**src/pll_clock_pkg.sv**
```systemverilog
package pll_clock_pkg;

    // Register map (byte addresses on the AHB-Lite slave)
    localparam int ADDR_W = 8;
    localparam logic [ADDR_W-1:0] CTRL_OFFSET = 8'h00;
    localparam logic [ADDR_W-1:0] STATUS_OFFSET = 8'h04;

    // Control register fields
    localparam int CTRL_DIV_LSB = 0;
    localparam int CTRL_LEGACY_BIT = 2;
    localparam logic [2:0] CTRL_RESET = 3'h0;

    // Status register fields
    localparam int STAT_LOCKCNT_LSB = 0;
    localparam int STAT_LOCKDONE_BIT = 8;
    localparam int STAT_MULTLOCK_BIT = 9;
    localparam int STAT_STOPPED_BIT = 10;
    localparam int STAT_MODE_LSB = 11;
    localparam int STAT_SEQ_LSB = 13;

    // Multiplier and lock counter
    localparam int MULT_FACTOR = 5;
    localparam int LOCK_W = 8;
    localparam logic [LOCK_W-1:0] LOCK_LAST = 8'hff;
    localparam int PERIOD_W = 16;

    // Reset drain limit in CPU cycles
    localparam logic [3:0] DRAIN_MAX = 4'ha;

    // AHB encodings
    localparam logic [1:0] HTRANS_NONSEQ = 2'h2;
    localparam logic HRESP_OKAY = 1'b0;

    typedef enum logic [1:0] {
        DIV_FULL = 2'h0,
        DIV_SIXTEENTH = 2'h1,
        DIV_STOP = 2'h2
    } divMode_t;

    typedef enum logic [1:0] {
        RATIO_STATIC = 2'h0,
        RATIO_HALF = 2'h1,
        RATIO_ONE = 2'h2,
        RATIO_FIVE = 2'h3
    } ratio_t;

    typedef struct packed {
        logic feedback;
        logic pllPower;
        ratio_t ratio;
    } modeCfg_t;

    typedef enum logic [1:0] {
        SEQ_RUN = 2'h0,
        SEQ_DRAIN = 2'h1,
        SEQ_QUIET = 2'h3
    } seqState_t;

endpackage

```
**src/pll_clock_reset_control.sv**
```systemverilog
// Decided for this implementation: the placing of the registers and register access over AHB-Lite.
`timescale 1ns/1ps
`default_nettype none
module pll_clock_reset_control
    import pll_clock_pkg::*;
#(
    parameter int INT_W = 4
) (
    input wire logic clock,
    input wire logic rst_n,
    input wire logic crystal_input,
    input wire logic external_ref_clock_in,
    input wire logic clock_mode_sel_0,
    input wire logic clock_mode_sel_1,
    input wire logic device_reset_n,
    input wire logic output_float_n,
    input wire logic [INT_W-1:0] ext_int_n,
    input wire logic bus_busy,
    input wire logic hsel,
    input wire logic [31:0] haddr,
    input wire logic [1:0] htrans,
    input wire logic hwrite,
    input wire logic [2:0] hsize,
    input wire logic hready,
    input wire logic [31:0] hwdata,
    output logic [31:0] hrdata,
    output logic hreadyout,
    output logic hresp,
    output logic crystal_drive_output,
    output logic multiplier_power_on,
    output logic core_clock_tick,
    output logic phase_one_clock,
    output logic phase_three_clock,
    output logic cpu_reset_n,
    output logic bus_stop_request,
    output logic pin_output_enable
);
    // Pin synchronisers; float and interrupt pins idle high, the reset pin starts
    // asserted so a block reset never lets the CPU run before the pin is seen high
    logic [INT_W+6:0] pinsRaw, pinsSync;
    logic xtalS, extS, resetS, floatS;
    logic [1:0] modeS;
    logic [INT_W-1:0] intS;

    assign pinsRaw = {ext_int_n, output_float_n, device_reset_n, clock_mode_sel_1,
                      clock_mode_sel_0, external_ref_clock_in, crystal_input, 1'b0};

    sync2 #(
        .W(INT_W + 7),
        .INIT({{(INT_W + 1){1'b1}}, 6'h00})
    ) pinSync (
        .clock(clock),
        .rst_n(rst_n),
        .d(pinsRaw),
        .q(pinsSync)
    );

    assign xtalS = pinsSync[1];
    assign extS = pinsSync[2];
    assign modeS = pinsSync[4:3];
    assign resetS = pinsSync[5];
    assign floatS = pinsSync[6];
    assign intS = pinsSync[INT_W+6:7];

    function automatic modeCfg_t decode_mode(input logic [1:0] sel);
        modeCfg_t c;
        c.feedback = (sel != 2'h0);
        c.pllPower = (sel == 2'h3);
        c.ratio = ratio_t'(sel);
        decode_mode = c;
    endfunction

    modeCfg_t cfg;
    assign cfg = decode_mode(modeS);

    // Reference path
    logic refLevel, refPrev_r, refEdge;
    assign refLevel = xtalS ^ extS;
    assign refEdge = refLevel & ~refPrev_r;

    logic resetPrev_r, resetFall;
    assign resetFall = resetPrev_r & ~resetS;

    // Multiplier
    logic x5Tick, multLocked;
    ref_multiplier #(
        .PW(PERIOD_W)
    ) mult (
        .clock(clock),
        .rst_n(rst_n),
        .enable(cfg.pllPower),
        .refEdge(refEdge),
        .tick(x5Tick),
        .locked(multLocked)
    );

    // Lock counter and rate select
    logic [LOCK_W-1:0] lockCnt_r;
    logic lockDone_r, useX5_r, halfToggle_r;
    logic lockStep;
    assign lockStep = refEdge & resetS & ~lockDone_r;

    always_ff @(posedge clock or negedge rst_n) begin
        if (!rst_n) begin
            refPrev_r <= 1'b0;
            resetPrev_r <= 1'b0;
            halfToggle_r <= 1'b0;
            lockCnt_r <= '0;
            lockDone_r <= 1'b0;
            useX5_r <= 1'b0;
        end else begin
            refPrev_r <= refLevel;
            resetPrev_r <= resetS;
            if (refEdge) begin
                halfToggle_r <= ~halfToggle_r;
                // Select only moves on a reference edge, so no runt tick
                useX5_r <= lockDone_r & multLocked;
            end
            if (lockStep) begin
                if (lockCnt_r == LOCK_LAST) begin
                    lockCnt_r <= '0;
                    lockDone_r <= 1'b1;
                end else begin
                    lockCnt_r <= lockCnt_r + 1'b1;
                end
            end
        end
    end

    logic halfTick, baseTick;
    assign halfTick = refEdge & halfToggle_r;
    assign baseTick = (cfg.ratio == RATIO_HALF) ? halfTick :
                      (cfg.ratio == RATIO_FIVE) ? (useX5_r ? x5Tick : halfTick) :
                      refEdge;

    // Software divider, legacy half and phase clocks
    divMode_t divMode_r;
    logic legacy_r, legacyTog_r, coreTick_r, phaseOne_r, phaseThree_r;
    logic [3:0] subDiv_r;
    logic stopped, wakeUp, gatedTick, coreTickNxt;
    logic ctrlWrite;
    logic [31:0] wdataWord;

    assign stopped = (divMode_r == DIV_STOP);
    assign wakeUp = stopped & (~resetS | ~(&intS));
    assign gatedTick = baseTick & ~stopped &
                       ((divMode_r != DIV_SIXTEENTH) | (subDiv_r == 4'h0));
    assign coreTickNxt = gatedTick & (~legacy_r | legacyTog_r);

    always_ff @(posedge clock or negedge rst_n) begin
        if (!rst_n) begin
            divMode_r <= DIV_FULL;
            legacy_r <= CTRL_RESET[CTRL_LEGACY_BIT];
            legacyTog_r <= 1'b0;
            subDiv_r <= 4'h0;
            coreTick_r <= 1'b0;
            phaseOne_r <= 1'b0;
            phaseThree_r <= 1'b1;
        end else begin
            // Hardware clear beats a software write in the same cycle
            if (resetFall | wakeUp) begin
                divMode_r <= DIV_FULL;
            end else if (ctrlWrite) begin
                divMode_r <= (wdataWord[CTRL_DIV_LSB+:2] == 2'h3) ? DIV_FULL :
                             divMode_t'(wdataWord[CTRL_DIV_LSB+:2]);
            end
            if (ctrlWrite) begin
                legacy_r <= wdataWord[CTRL_LEGACY_BIT];
            end
            if (resetFall) begin
                subDiv_r <= 4'h0;
                legacyTog_r <= phaseOne_r;
            end else begin
                if (baseTick) begin
                    subDiv_r <= subDiv_r + 1'b1;
                end
                if (gatedTick) begin
                    legacyTog_r <= ~legacyTog_r;
                end
            end
            coreTick_r <= coreTickNxt;
            if (coreTickNxt) begin
                phaseOne_r <= ~phaseOne_r;
                phaseThree_r <= phaseOne_r;
            end
        end
    end

    // Reset sequencer
    seqState_t seq_r, seqNxt;
    logic [3:0] drainCnt_r;
    logic busOe_r, cpuRun_r, drainDone;
    assign drainDone = ~bus_busy | (drainCnt_r == DRAIN_MAX);

    always_comb begin
        seqNxt = seq_r;
        unique case (seq_r)
            SEQ_RUN: begin
                if (!resetS) begin
                    seqNxt = floatS ? SEQ_DRAIN : SEQ_QUIET;
                end
            end
            SEQ_DRAIN: begin
                if (!floatS || drainDone) begin
                    seqNxt = SEQ_QUIET;
                end
            end
            SEQ_QUIET: begin
                if (resetS) begin
                    seqNxt = SEQ_RUN;
                end
            end
            default: seqNxt = SEQ_QUIET;
        endcase
    end

    always_ff @(posedge clock or negedge rst_n) begin
        if (!rst_n) begin
            seq_r <= SEQ_QUIET;
            drainCnt_r <= 4'h0;
            busOe_r <= 1'b0;
            cpuRun_r <= 1'b0;
        end else begin
            seq_r <= seqNxt;
            busOe_r <= (seqNxt != SEQ_QUIET);
            cpuRun_r <= (seqNxt == SEQ_RUN);
            if (seq_r != SEQ_DRAIN) begin
                drainCnt_r <= 4'h0;
            end else if (coreTick_r && drainCnt_r != DRAIN_MAX) begin
                drainCnt_r <= drainCnt_r + 1'b1;
            end
        end
    end

    // Outputs; the float pin gates directly so it needs no clock
    logic xtalDrive_r, powerOn_r;
    always_ff @(posedge clock or negedge rst_n) begin
        if (!rst_n) begin
            xtalDrive_r <= 1'b0;
            powerOn_r <= 1'b0;
        end else begin
            xtalDrive_r <= cfg.feedback & ~xtalS;
            powerOn_r <= cfg.pllPower;
        end
    end

    assign crystal_drive_output = xtalDrive_r;
    assign multiplier_power_on = powerOn_r;
    assign core_clock_tick = coreTick_r;
    assign phase_one_clock = phaseOne_r;
    assign phase_three_clock = phaseThree_r;
    assign cpu_reset_n = cpuRun_r;
    assign bus_stop_request = (seq_r == SEQ_DRAIN);
    assign pin_output_enable = busOe_r & output_float_n;

    // AHB-Lite slave, zero wait states, always OKAY
    logic wrPend_r;
    logic [ADDR_W-1:0] wrAddr_r;
    logic [31:0] hrdata_r;
    logic addrTake;
    logic [ADDR_W-1:0] addrLow;
    logic [31:0] ctrlWord, statusWord, readWord;

    assign addrTake = hsel & hready & (htrans == HTRANS_NONSEQ);
    assign addrLow = haddr[ADDR_W-1:0];
    assign wdataWord = hwdata;
    assign ctrlWrite = wrPend_r & (wrAddr_r == CTRL_OFFSET);
    assign ctrlWord = {29'h0, legacy_r, divMode_r};
    assign statusWord = {17'h0, seq_r, modeS, stopped, multLocked, lockDone_r, lockCnt_r};
    assign readWord = (addrLow == CTRL_OFFSET) ? ctrlWord :
                      (addrLow == STATUS_OFFSET) ? statusWord : 32'h0;

    always_ff @(posedge clock or negedge rst_n) begin
        if (!rst_n) begin
            wrPend_r <= 1'b0;
            wrAddr_r <= '0;
            hrdata_r <= 32'h0;
        end else begin
            wrPend_r <= addrTake & hwrite;
            if (addrTake) begin
                wrAddr_r <= addrLow;
            end
            if (addrTake && !hwrite) begin
                hrdata_r <= readWord;
            end
        end
    end

    assign hrdata = hrdata_r;
    assign hreadyout = 1'b1;
    assign hresp = HRESP_OKAY;

    logic hsizeUnused;
    assign hsizeUnused = ^hsize;

    chk_mode_power: assert property (@(posedge clock) disable iff (!rst_n)
        (cfg.pllPower && !hsizeUnused) || cfg.pllPower |=> multiplier_power_on)
        else $error("multiplier power not on in times-five mode");
    chk_ref_xor: assert property (@(posedge clock) disable iff (!rst_n)
        refEdge |-> (xtalS ^ extS) && !$past(xtalS ^ extS))
        else $error("reference edge not from XOR of sources");
    chk_stop_tick: assert property (@(posedge clock) disable iff (!rst_n)
        stopped |=> !coreTick_r)
        else $error("core tick while clock stopped");
    chk_wake_idle: assert property (@(posedge clock) disable iff (!rst_n)
        wakeUp |=> divMode_r == DIV_FULL)
        else $error("stopped clock did not wake");
    chk_lock_hold: assert property (@(posedge clock) disable iff (!rst_n)
        !resetS |=> $stable(lockCnt_r))
        else $error("lock counter moved while reset low");
    chk_lock_sticky: assert property (@(posedge clock) disable iff (!rst_n)
        lockDone_r |=> lockDone_r && lockCnt_r == '0)
        else $error("lock counter left cleared state");
    chk_half_rate: assert property (@(posedge clock) disable iff (!rst_n)
        (cfg.ratio == RATIO_FIVE && !lockDone_r) |-> !useX5_r)
        else $error("times-five used before lock count done");
    chk_drain_bound: assert property (@(posedge clock) disable iff (!rst_n)
        (seq_r == SEQ_DRAIN && drainCnt_r == DRAIN_MAX) |=> seq_r == SEQ_QUIET)
        else $error("drain exceeded ten cycles");
    chk_float_async: assert property (@(posedge clock) disable iff (!rst_n)
        !output_float_n |-> !pin_output_enable)
        else $error("outputs enabled while float pin low");
    chk_both_quiet: assert property (@(posedge clock) disable iff (!rst_n)
        (seq_r == SEQ_RUN && !resetS && !floatS) |=> seq_r == SEQ_QUIET ##1 !busOe_r)
        else $error("reset with float did not quiet at once");
    chk_clear_fall: assert property (@(posedge clock) disable iff (!rst_n)
        resetFall |=> divMode_r == DIV_FULL && subDiv_r == 4'h0)
        else $error("divider not cleared on reset fall");

    cov_lock_done: cover property (@(posedge clock) disable iff (!rst_n) $rose(lockDone_r));
    cov_x5_switch: cover property (@(posedge clock) disable iff (!rst_n) $rose(useX5_r));
    cov_drain: cover property (@(posedge clock) disable iff (!rst_n)
        seq_r == SEQ_DRAIN ##1 seq_r == SEQ_QUIET);
    cov_wake: cover property (@(posedge clock) disable iff (!rst_n) wakeUp);
endmodule
`default_nettype wire

```
**src/sync2.sv**
```systemverilog
`timescale 1ns/1ps
`default_nettype none
module sync2 #(
    parameter int W = 1,
    parameter logic [W-1:0] INIT = '0
) (
    input wire logic clock,
    input wire logic rst_n,
    input wire logic [W-1:0] d,
    output logic [W-1:0] q
);
    logic [W-1:0] meta_r;
    logic [W-1:0] sync_r;

    always_ff @(posedge clock or negedge rst_n) begin
        if (!rst_n) begin
            meta_r <= INIT;
            sync_r <= INIT;
        end else begin
            meta_r <= d;
            sync_r <= meta_r;
        end
    end

    assign q = sync_r;
endmodule
`default_nettype wire

```
**src/ref_multiplier.sv**
```systemverilog
`timescale 1ns/1ps
`default_nettype none
module ref_multiplier
    import pll_clock_pkg::*;
#(
    parameter int PW = PERIOD_W
) (
    input wire logic clock,
    input wire logic rst_n,
    input wire logic enable,
    input wire logic refEdge,
    output logic tick,
    output logic locked
);
    logic [PW-1:0] cnt_r, period_r, sub_r;
    logic [2:0] burst_r;
    logic locked_r, tick_r;
    logic [PW-1:0] stepRaw;
    logic [PW-1:0] stepLen;
    logic cntFull;

    // Lock means two successive reference periods agree within one cycle
    function automatic logic near(input logic [PW-1:0] a, input logic [PW-1:0] b);
        near = (a == b) || (a == b + 1'b1) || (a + 1'b1 == b);
    endfunction

    assign stepRaw = period_r / PW'(MULT_FACTOR);
    assign stepLen = (stepRaw == '0) ? PW'(1) : stepRaw;
    assign cntFull = &cnt_r;

    always_ff @(posedge clock or negedge rst_n) begin
        if (!rst_n) begin
            cnt_r <= '0;
            period_r <= '0;
            sub_r <= '0;
            burst_r <= '0;
            locked_r <= 1'b0;
            tick_r <= 1'b0;
        end else if (!enable) begin
            cnt_r <= '0;
            period_r <= '0;
            locked_r <= 1'b0;
            tick_r <= 1'b0;
            burst_r <= '0;
        end else if (refEdge) begin
            cnt_r <= PW'(1);
            period_r <= cnt_r;
            locked_r <= near(cnt_r, period_r) && (cnt_r != '0);
            sub_r <= PW'(1);
            burst_r <= 3'h1;
            tick_r <= locked_r;
        end else begin
            if (!cntFull) begin
                cnt_r <= cnt_r + 1'b1;
            end else begin
                // Reference vanished: drop lock and reacquire
                locked_r <= 1'b0;
            end
            if (burst_r < 3'(MULT_FACTOR) && sub_r >= stepLen) begin
                sub_r <= PW'(1);
                burst_r <= burst_r + 1'b1;
                tick_r <= locked_r;
            end else begin
                sub_r <= sub_r + 1'b1;
                tick_r <= 1'b0;
            end
        end
    end

    assign tick = tick_r;
    assign locked = locked_r;
endmodule
`default_nettype wire

```
**config.mk**
```make
export PLATFORM = sky130hd
export DESIGN_NAME = pll_clock_reset_control
export DESIGN_NICKNAME = d
export VERILOG_FILES = /design/src/pll_clock_pkg.sv /design/src/pll_clock_reset_control.sv /design/src/sync2.sv /design/src/ref_multiplier.sv
export SDC_FILE = /design/constraint.sdc
export NUM_CORES = 1
export LEC_CHECK = 0
export BUFFER_PORTS_ARGS = -buffer_cell sky130_fd_sc_hd__buf_4
export CORE_AREA = 2 2 174 176
export CTS_CLUSTER_DIAMETER = 30
export DETAILED_ROUTE_END_ITERATION = 16
export DIE_AREA = 0 0 176 178
export GPL_TIMING_DRIVEN = 0
export PLACE_DENSITY = 0.52
export SLEW_MARGIN = 5
export SYNTH_ARGS = -nofsm -noshare
export SYNTH_HDL_FRONTEND = slang
export SYNTH_SLANG_ARGS = --single-unit
```
**constraint.sdc**
```tcl
create_clock -name clock -period 10 [get_ports clock]
set_input_delay 1 -clock clock [delete_from_list [all_inputs] [get_ports clock]]
set_output_delay 1 -clock clock [all_outputs]
set_load 0.005 [all_outputs]
```
==> impl_metrics.toml, run 1 <==
[outcome]
run_status = "finished clean"

[power]
seqPwrFrac_pct = 43.3
clockPowerShare_pct = 43.4
p_sw_share_pct = 27.25
p_int_w = 0.001039
comb_power_share_pct = 13.4
power.switching_w = 0.0003892
leakage_nw = 4.464
p_per_area_nw_per_um2 = 136.2
ir_drop_v = 0.0001367

[die]
pin_count = 127
die_h_um = 178
initial_core_util_pct = 29.67
core-area_um2 = 29400
die_x_um = 176
fp-row-count = 63
die_area_um2 = 31330

[finish]
nets = 1209
fin_util_pct = 35.67
final_cell_mix = "118 x dfrtp_1, 97 x nand2_1, 83 x nor2_1, 82 x buf_4, 55 x o21ai_0"
drive_above_1_share_pct = 18.03
final_common_cell = "dfrtp_1"
area_growth_pct = 20.21
diodes = 0
fin_area_um2 = 10490
fill_cells = 3072
finalNonFillerCells = 1499

[drt]
detail-route-antenna-nets = 0
post_drt_wl_per_cell_um = 14.81
routed_wl_um = 22190
drc = 0
dr.pass1.iters = 6
drt-initial-drc-count = 534
vias = 7551
avgViaCountPerCell = 5.037

[grt]
grt_antenna_before_repair = 0
grt_first_pass_wirelength_um = 36930
grt_pass1_vias = 7146
gr-total-overflow = 0
grt_use_total_pct = 14.53
grt_max_degree = 83

[synth]
syn_area_per_cell_um2 = 8.707
yosysUniqueCellTypes = 88
seq_area_frac_synth_pct = 37.76
synth_area_leaders = "dfrtp_1 34%, xnor2_1 4.4%, nand2_1 4.2%, ha_1 4.0%, dfstp_2 3.9%"
synth_edf_count = 0
syn_area_um2 = 8725
synth-main-ff-cell = "dfrtp_1"
syn_inst = 1002
ys_seq_elements = 131
synth_top_area_share_pct = 33.84
yosys_warnings = 0
synthArstFlopShare_pct = 100.0
yosysTopAreaCell = "dfrtp_1"

[setup_path]
crit_fanout = 10
endpoint_kind = "flip-flop"
arrival_ns = 9.72
reg2reg_depth = 45
critPathLaunchType = "flip-flop"
crit_path_top_delay_cell = "dfrtp_1"
worst_ep_required_time_ns = 10.34
worstSetupPathType = "reg -> reg"
critPathMostFrequentCell = "a21o_1"
critPathMaxStageDelay_ns = 0.42

[clock_tree]
ctsHoldBuffers = 0
clk_latency_ns = 0.42
clkTransAtPathRegs_ns = 0.06
root_buffer = "clkbuf_16"
clock_path_buffers = 2
cts_tree = "yes"
cts_made_buffers = 17
htree_levels = 4
clkSinkCount = 131

[sta]
relSlewSlack_pct = 43.86
timing.fmax_ghz = 0.1066
tightestPinTransition_ns = 0.8345
worst_clock_skew_ns = 0.009014
hold_viol = 0
fin_crit_ns = 9.380
slew_viol_final = 0
worst_slack_ns = 0.6196
setup_viol = 0
min_period_over_period_pct = 93.80

[min_path]
hold_class = "reg -> reg"
whs_path_depth = 0

[flow_run]
cap_violations = 0

[placement]
hpwl_um = 15930
pre_cts_ws_ns = -0.4271
port_buffers = 51
dpl_cell_area_um2 = 9691
gp_congestion = 0.8470
dp_cells = 1461
==> power groups by stage <==
stage	logic (W)	clock network (W)	registers [W]
after floorplan	0.000124	0	0.000617
after global placement	0.000182	0	0.000626
after CTS	0.000187	0.000633	0.000618
final	0.000191	0.000619	0.000618
after detailed placement	0.000186	0	0.000627
after global routing	0.000219	0.000660	0.000625
==> cell type report <==
class	instances	area, µm²	area share, %
multi-input combinational	764	5042	48.08
sequential	131	3294	31.41
tap	390	488.0	4.653
buffer	91	479.2	4.569
timing repair buffer	60	474.2	4.522
clock buffer	19	452.9	4.319
clock inverter	13	137.6	1.312
inverter	31	118.9	1.133
==> registers in the layout, summed over array words and instances (netlist names), 8 cells and up <==
register / count
pinSync.meta_r: 10
pinSync.q: 10
hrdata: 15
wrAddr_r: 8
lockCnt_r: 8
mult.period_r: 16
mult.cnt_r: 16
mult.sub_r: 16
==> synth_stat cells (5+ instances only) <==
cell type and number:
and2_1 9, a21o_1 15, nand3b_1 9, nand4_1 26
nand3_1 31, o211ai_1 6, ha_1 28, clkbuf_1 53
mux2_2 13, nand2_1 97, or2_2 6, nor2_1 86
o21ai_0 55, xor2_1 29, buf_2 9, mux2i_1 16
nor3_1 22, nor3b_1 6, a31oi_1 17, nor4_1 16
a21oi_1 53, nand2b_1 14, dfstp_2 13, dfrtp_1 118
a22oi_1 5, and3_1 19, buf_4 23, xnor2_1 44
inv_1 26, nor2b_1 7, a22o_1 13
==> cells by family (layout without fill, tap and decap cells) <==
| group | after synthesis | count (layout) | synth area share, % |
|---|---|---|---|
| and+or+nand+nor | 374 | 374 | 21.70 |
| other | 2 | 19 | 0.08608 |
| xor gates and xnor gates | 74 | 74 | 7.515 |
| buffers and inverters | 124 | 214 | 6.826 |
| muxes | 29 | 29 | 3.514 |
| adders and majority gates | 31 | 31 | 4.374 |
| AOI/OAI and AO/OA | 237 | 237 | 18.23 |
| DFF | 131 | 131 | 37.76 |
==> per-layer routing <==
layer	wire length, µm	up-vias	global-route usage (%)
li1	-	3741	-
met1	10540	3641	20.05
met2	10550	151	23.85
met3	847	18	2.238
met4	250	0	3.719
met5	0	-	0
==> final timing paths <==
check,startpoint,end,slack [ns]
worst min-delay path,pinSync.meta_r[3],pinSync.q[3],0.35
min in group asynchronous,rst_n,mult.sub_r[3],0.54
worst min register to register,pinSync.meta_r[3],pinSync.q[3],0.35
worst max-delay path,mult.period_r[14],mult.sub_r[5],0.62
worst max register to register,mult.period_r[14],mult.sub_r[5],0.62
max in group asynchronous,rst_n,pinSync.meta_r[9],8.67
==> per-stage QoR <==
step                TNS [ns]  hold WS (ns)  total power (W)
floorplan                  0        0.3312        0.0007404
global placement      -4.722        0.3315        0.0008082
detailed placement    -5.887        0.3347        0.0008123
CTS                        0        0.3491         0.001439
global route         -0.3167        0.3544         0.001504
finish                     0        0.3471         0.001428
==> timing repair <==
| action | CTS | global route |
|---|---|---|
| pin swaps | 1 | 4 |
| setup endpoints to repair | 20 | 20 |
| hold endpoints to repair | 0 | 0 |
| resized for setup | 5 | 35 |
| buffers inserted | 2 | 6 |
==> critical path: cells and delay by family, from the launching register on <==
kind / cells / cell delay [ns]
compound gates: 26 / 5.37
simple gates: 9 / 1.63
buf+inv: 6 / 1.15
fa+ha+maj: 2 / 0.49
flops: 1 / 0.42
mux: 1 / 0.12
xor+xnor: 1 / 0.10
No activity file was read; power rests on OpenSTA's default activity.
==> inputs of run 2 (changes only) <==
--- a/config.mk
+++ b/config.mk
@@ -11,6 +11,7 @@
 export DETAILED_ROUTE_END_ITERATION = 16
 export DIE_AREA = 0 0 176 178
 export GPL_TIMING_DRIVEN = 0
+export MAX_ROUTING_LAYER = met4
 export PLACE_DENSITY = 0.52
 export SLEW_MARGIN = 5
 export SYNTH_ARGS = -nofsm -noshare
==> impl_metrics.toml, run 2 (same netlist as run 1, synthesis figures left out) <==
[outcome]
run_status = "finished clean"

[sta]
slew_viol_final = 0
relSlewSlack_pct = 45.24
setup_viol = 0
min_period_over_period_pct = 94.03
hold_viol = 0
worst_clock_skew_ns = 0.009319
timing.fmax_ghz = 0.1063
finalSetupTns_ns = 0
tightestPinTransition_ns = 0.8138
fin_crit_ns = 9.403

[setup_path]
worst_ep_required_time_ns = 10.34
worstSetupPathType = "reg -> reg"
r2r_end = "mult.sub_r[5]"
r2r_setup_slack_ns = 0.60
arrival_ns = 9.74
critPathMostFrequentCell = "a21o_1"
crit_path_top_delay_cell = "or3_4"
crit_fanout = 10
endpoint_kind = "flip-flop"
critPathMaxStageDelay_ns = 0.42
reg2reg_from = "mult.period_r[12]"
critPathLaunchType = "flip-flop"
reg2reg_depth = 46

[min_path]
hold-path-endpoint = "pinSync.q[5]"
hold_start = "pinSync.meta_r[5]"
hold_class = "reg -> reg"
whs_path_depth = 0

[finish]
top_regs = "mult.cnt_r (16), mult.period_r (16), mult.sub_r (16)"
multi_input_area_um2 = 5042
fin_area_um2 = 10490
nets = 1209
area_growth_pct = 20.21
diodes = 0
final_cell_mix = "118 x dfrtp_1, 97 x nand2_1, 83 x nor2_1, 82 x buf_4, 55 x o21ai_0"
fill_cells = 3072
drive_above_1_share_pct = 18.03
fin_util_pct = 35.67
seqCellArea_um2 = 3294
final_common_cell = "dfrtp_1"

[drt]
dr.pass1.iters = 5
detail-route-antenna-nets = 0
drc = 0
drt-initial-drc-count = 565
routed_wl_um = 22290
vias = 7521
post_drt_wl_per_cell_um = 14.87
avgViaCountPerCell = 5.017

[grt]
grt_use_total_pct = 14.97
grt_antenna_before_repair = 0
grt_first_pass_wirelength_um = 36960
gr-total-overflow = 0
grt_pass1_vias = 7137
grt_max_degree = 83

[clock_tree]
root_buffer = "clkbuf_16"
clk_latency_ns = 0.42
clkTransAtPathRegs_ns = 0.06
cts_tree = "yes"
htree_levels = 4
clock_path_buffers = 2
clkSinkCount = 131
cts_made_buffers = 17

[placement]
gp_congestion = 0.8603
port_buffers = 51
dpl_cell_area_um2 = 9691
hpwl_um = 15930

[power]
clockPowerShare_pct = 43.4
p_per_area_nw_per_um2 = 136.2
p_sw_share_pct = 27.29
comb_power_share_pct = 13.4
ir_drop_v = 0.0001366
p_int_w = 0.001039
seqPwrFrac_pct = 43.3
leakage_nw = 4.464
power.switching_w = 0.0003899

[die]
die_x_um = 176
fp-row-count = 63
pin_count = 127
die_h_um = 178
initial_core_util_pct = 29.67
die_area_um2 = 31330
core-area_um2 = 29400

[flow_run]
cap_violations = 0
## run 2: cell counts in the layout (fill, tap and decap cells not counted)
No cell type changed its count.
## run 2: worst max-delay path, delay by kind of cell, from the launching register on
family | cells | cell delay, ns
AND/OR/NAND/NOR | 9 | 1.55
adder cells (fa/ha/maj) | 2 | 0.49
buffers and inverters | 7 | 1.33
flip-flops | 1 | 0.34
XOR/XNOR | 1 | 0.10
multiplexers | 1 | 0.12
AO/OA/AOI/OAI | 26 | 5.38
## run 2: cell type report
class | instances | share of cell area (%)
multi-input combinational | 764 | 48.08
inverter | 31 | 1.133
buffer | 91 | 4.569
sequential | 131 | 31.41
clock buffer | 19 | 4.319
clock inverter | 13 | 1.312
timing repair buffer | 60 | 4.522
tap | 390 | 4.653
## run 2: routing by layer
layer | track usage [%] | wire length, µm
met1 | 20.10 | 10760
met2 | 23.85 | 10570
met3 | 2.195 | 745
met4 | 3.719 | 216
met5 | - | 0
## run 2: how the worst max path moves through the flow
| stage | endpoint | cells past startpoint | startpoint | slack [ns] |
|---|---|---|---|---|
| 2_1_floorplan | mult.sub_r[10] | 44 | mult.period_r[14] | 1.17 |
| 3_3_place_gp | mult.sub_r[14] | 43 | mult.period_r[15] | -0.36 |
| 3_5_place_dp | mult.sub_r[5] | 43 | mult.period_r[15] | -0.43 |
| 4_1_cts | mult.sub_r[5] | 44 | mult.period_r[11] | 0.007 |
| 5_1_grt | mult.sub_r[11] | 44 | mult.period_r[10] | -0.04 |
| 6_report | mult.sub_r[5] | 46 | mult.period_r[12] | 0.60 |
## run 2: repair_timing
item	CTS	global route
endpoints found under the setup margin	20	20
hold buffers	0	0
setup buffers	2	6
gates resized for setup	5	35
pin swaps	1	4
## run 2: metrics by stage
step | setup slack (ns) | hold slack (ns) | total power, W | cells
after global placement | -0.3642 | 0.3315 | 0.0008082 | 1460
after global routing | -0.03802 | 0.3544 | 0.001505 | 1499
final | 0.5968 | 0.3478 | 0.001429 | 1499
after detailed placement | -0.4271 | 0.3347 | 0.0008123 | 1461
after CTS | 0.007452 | 0.3491 | 0.001439 | 1495
after floorplan | 1.167 | 0.3312 | 0.0007404 | 1019
## run 2: power groups by stage
| stage | combinational [W] | sequential (W) | clock [W] |
|---|---|---|---|
| CTS | 0.000187 | 0.000618 | 0.000633 |
| detailed placement | 0.000186 | 0.000627 | 0 |
| finish | 0.000191 | 0.000618 | 0.000620 |
| floorplan | 0.000124 | 0.000617 | 0 |
| global route | 0.000219 | 0.000625 | 0.000661 |
| global placement | 0.000182 | 0.000626 | 0 |
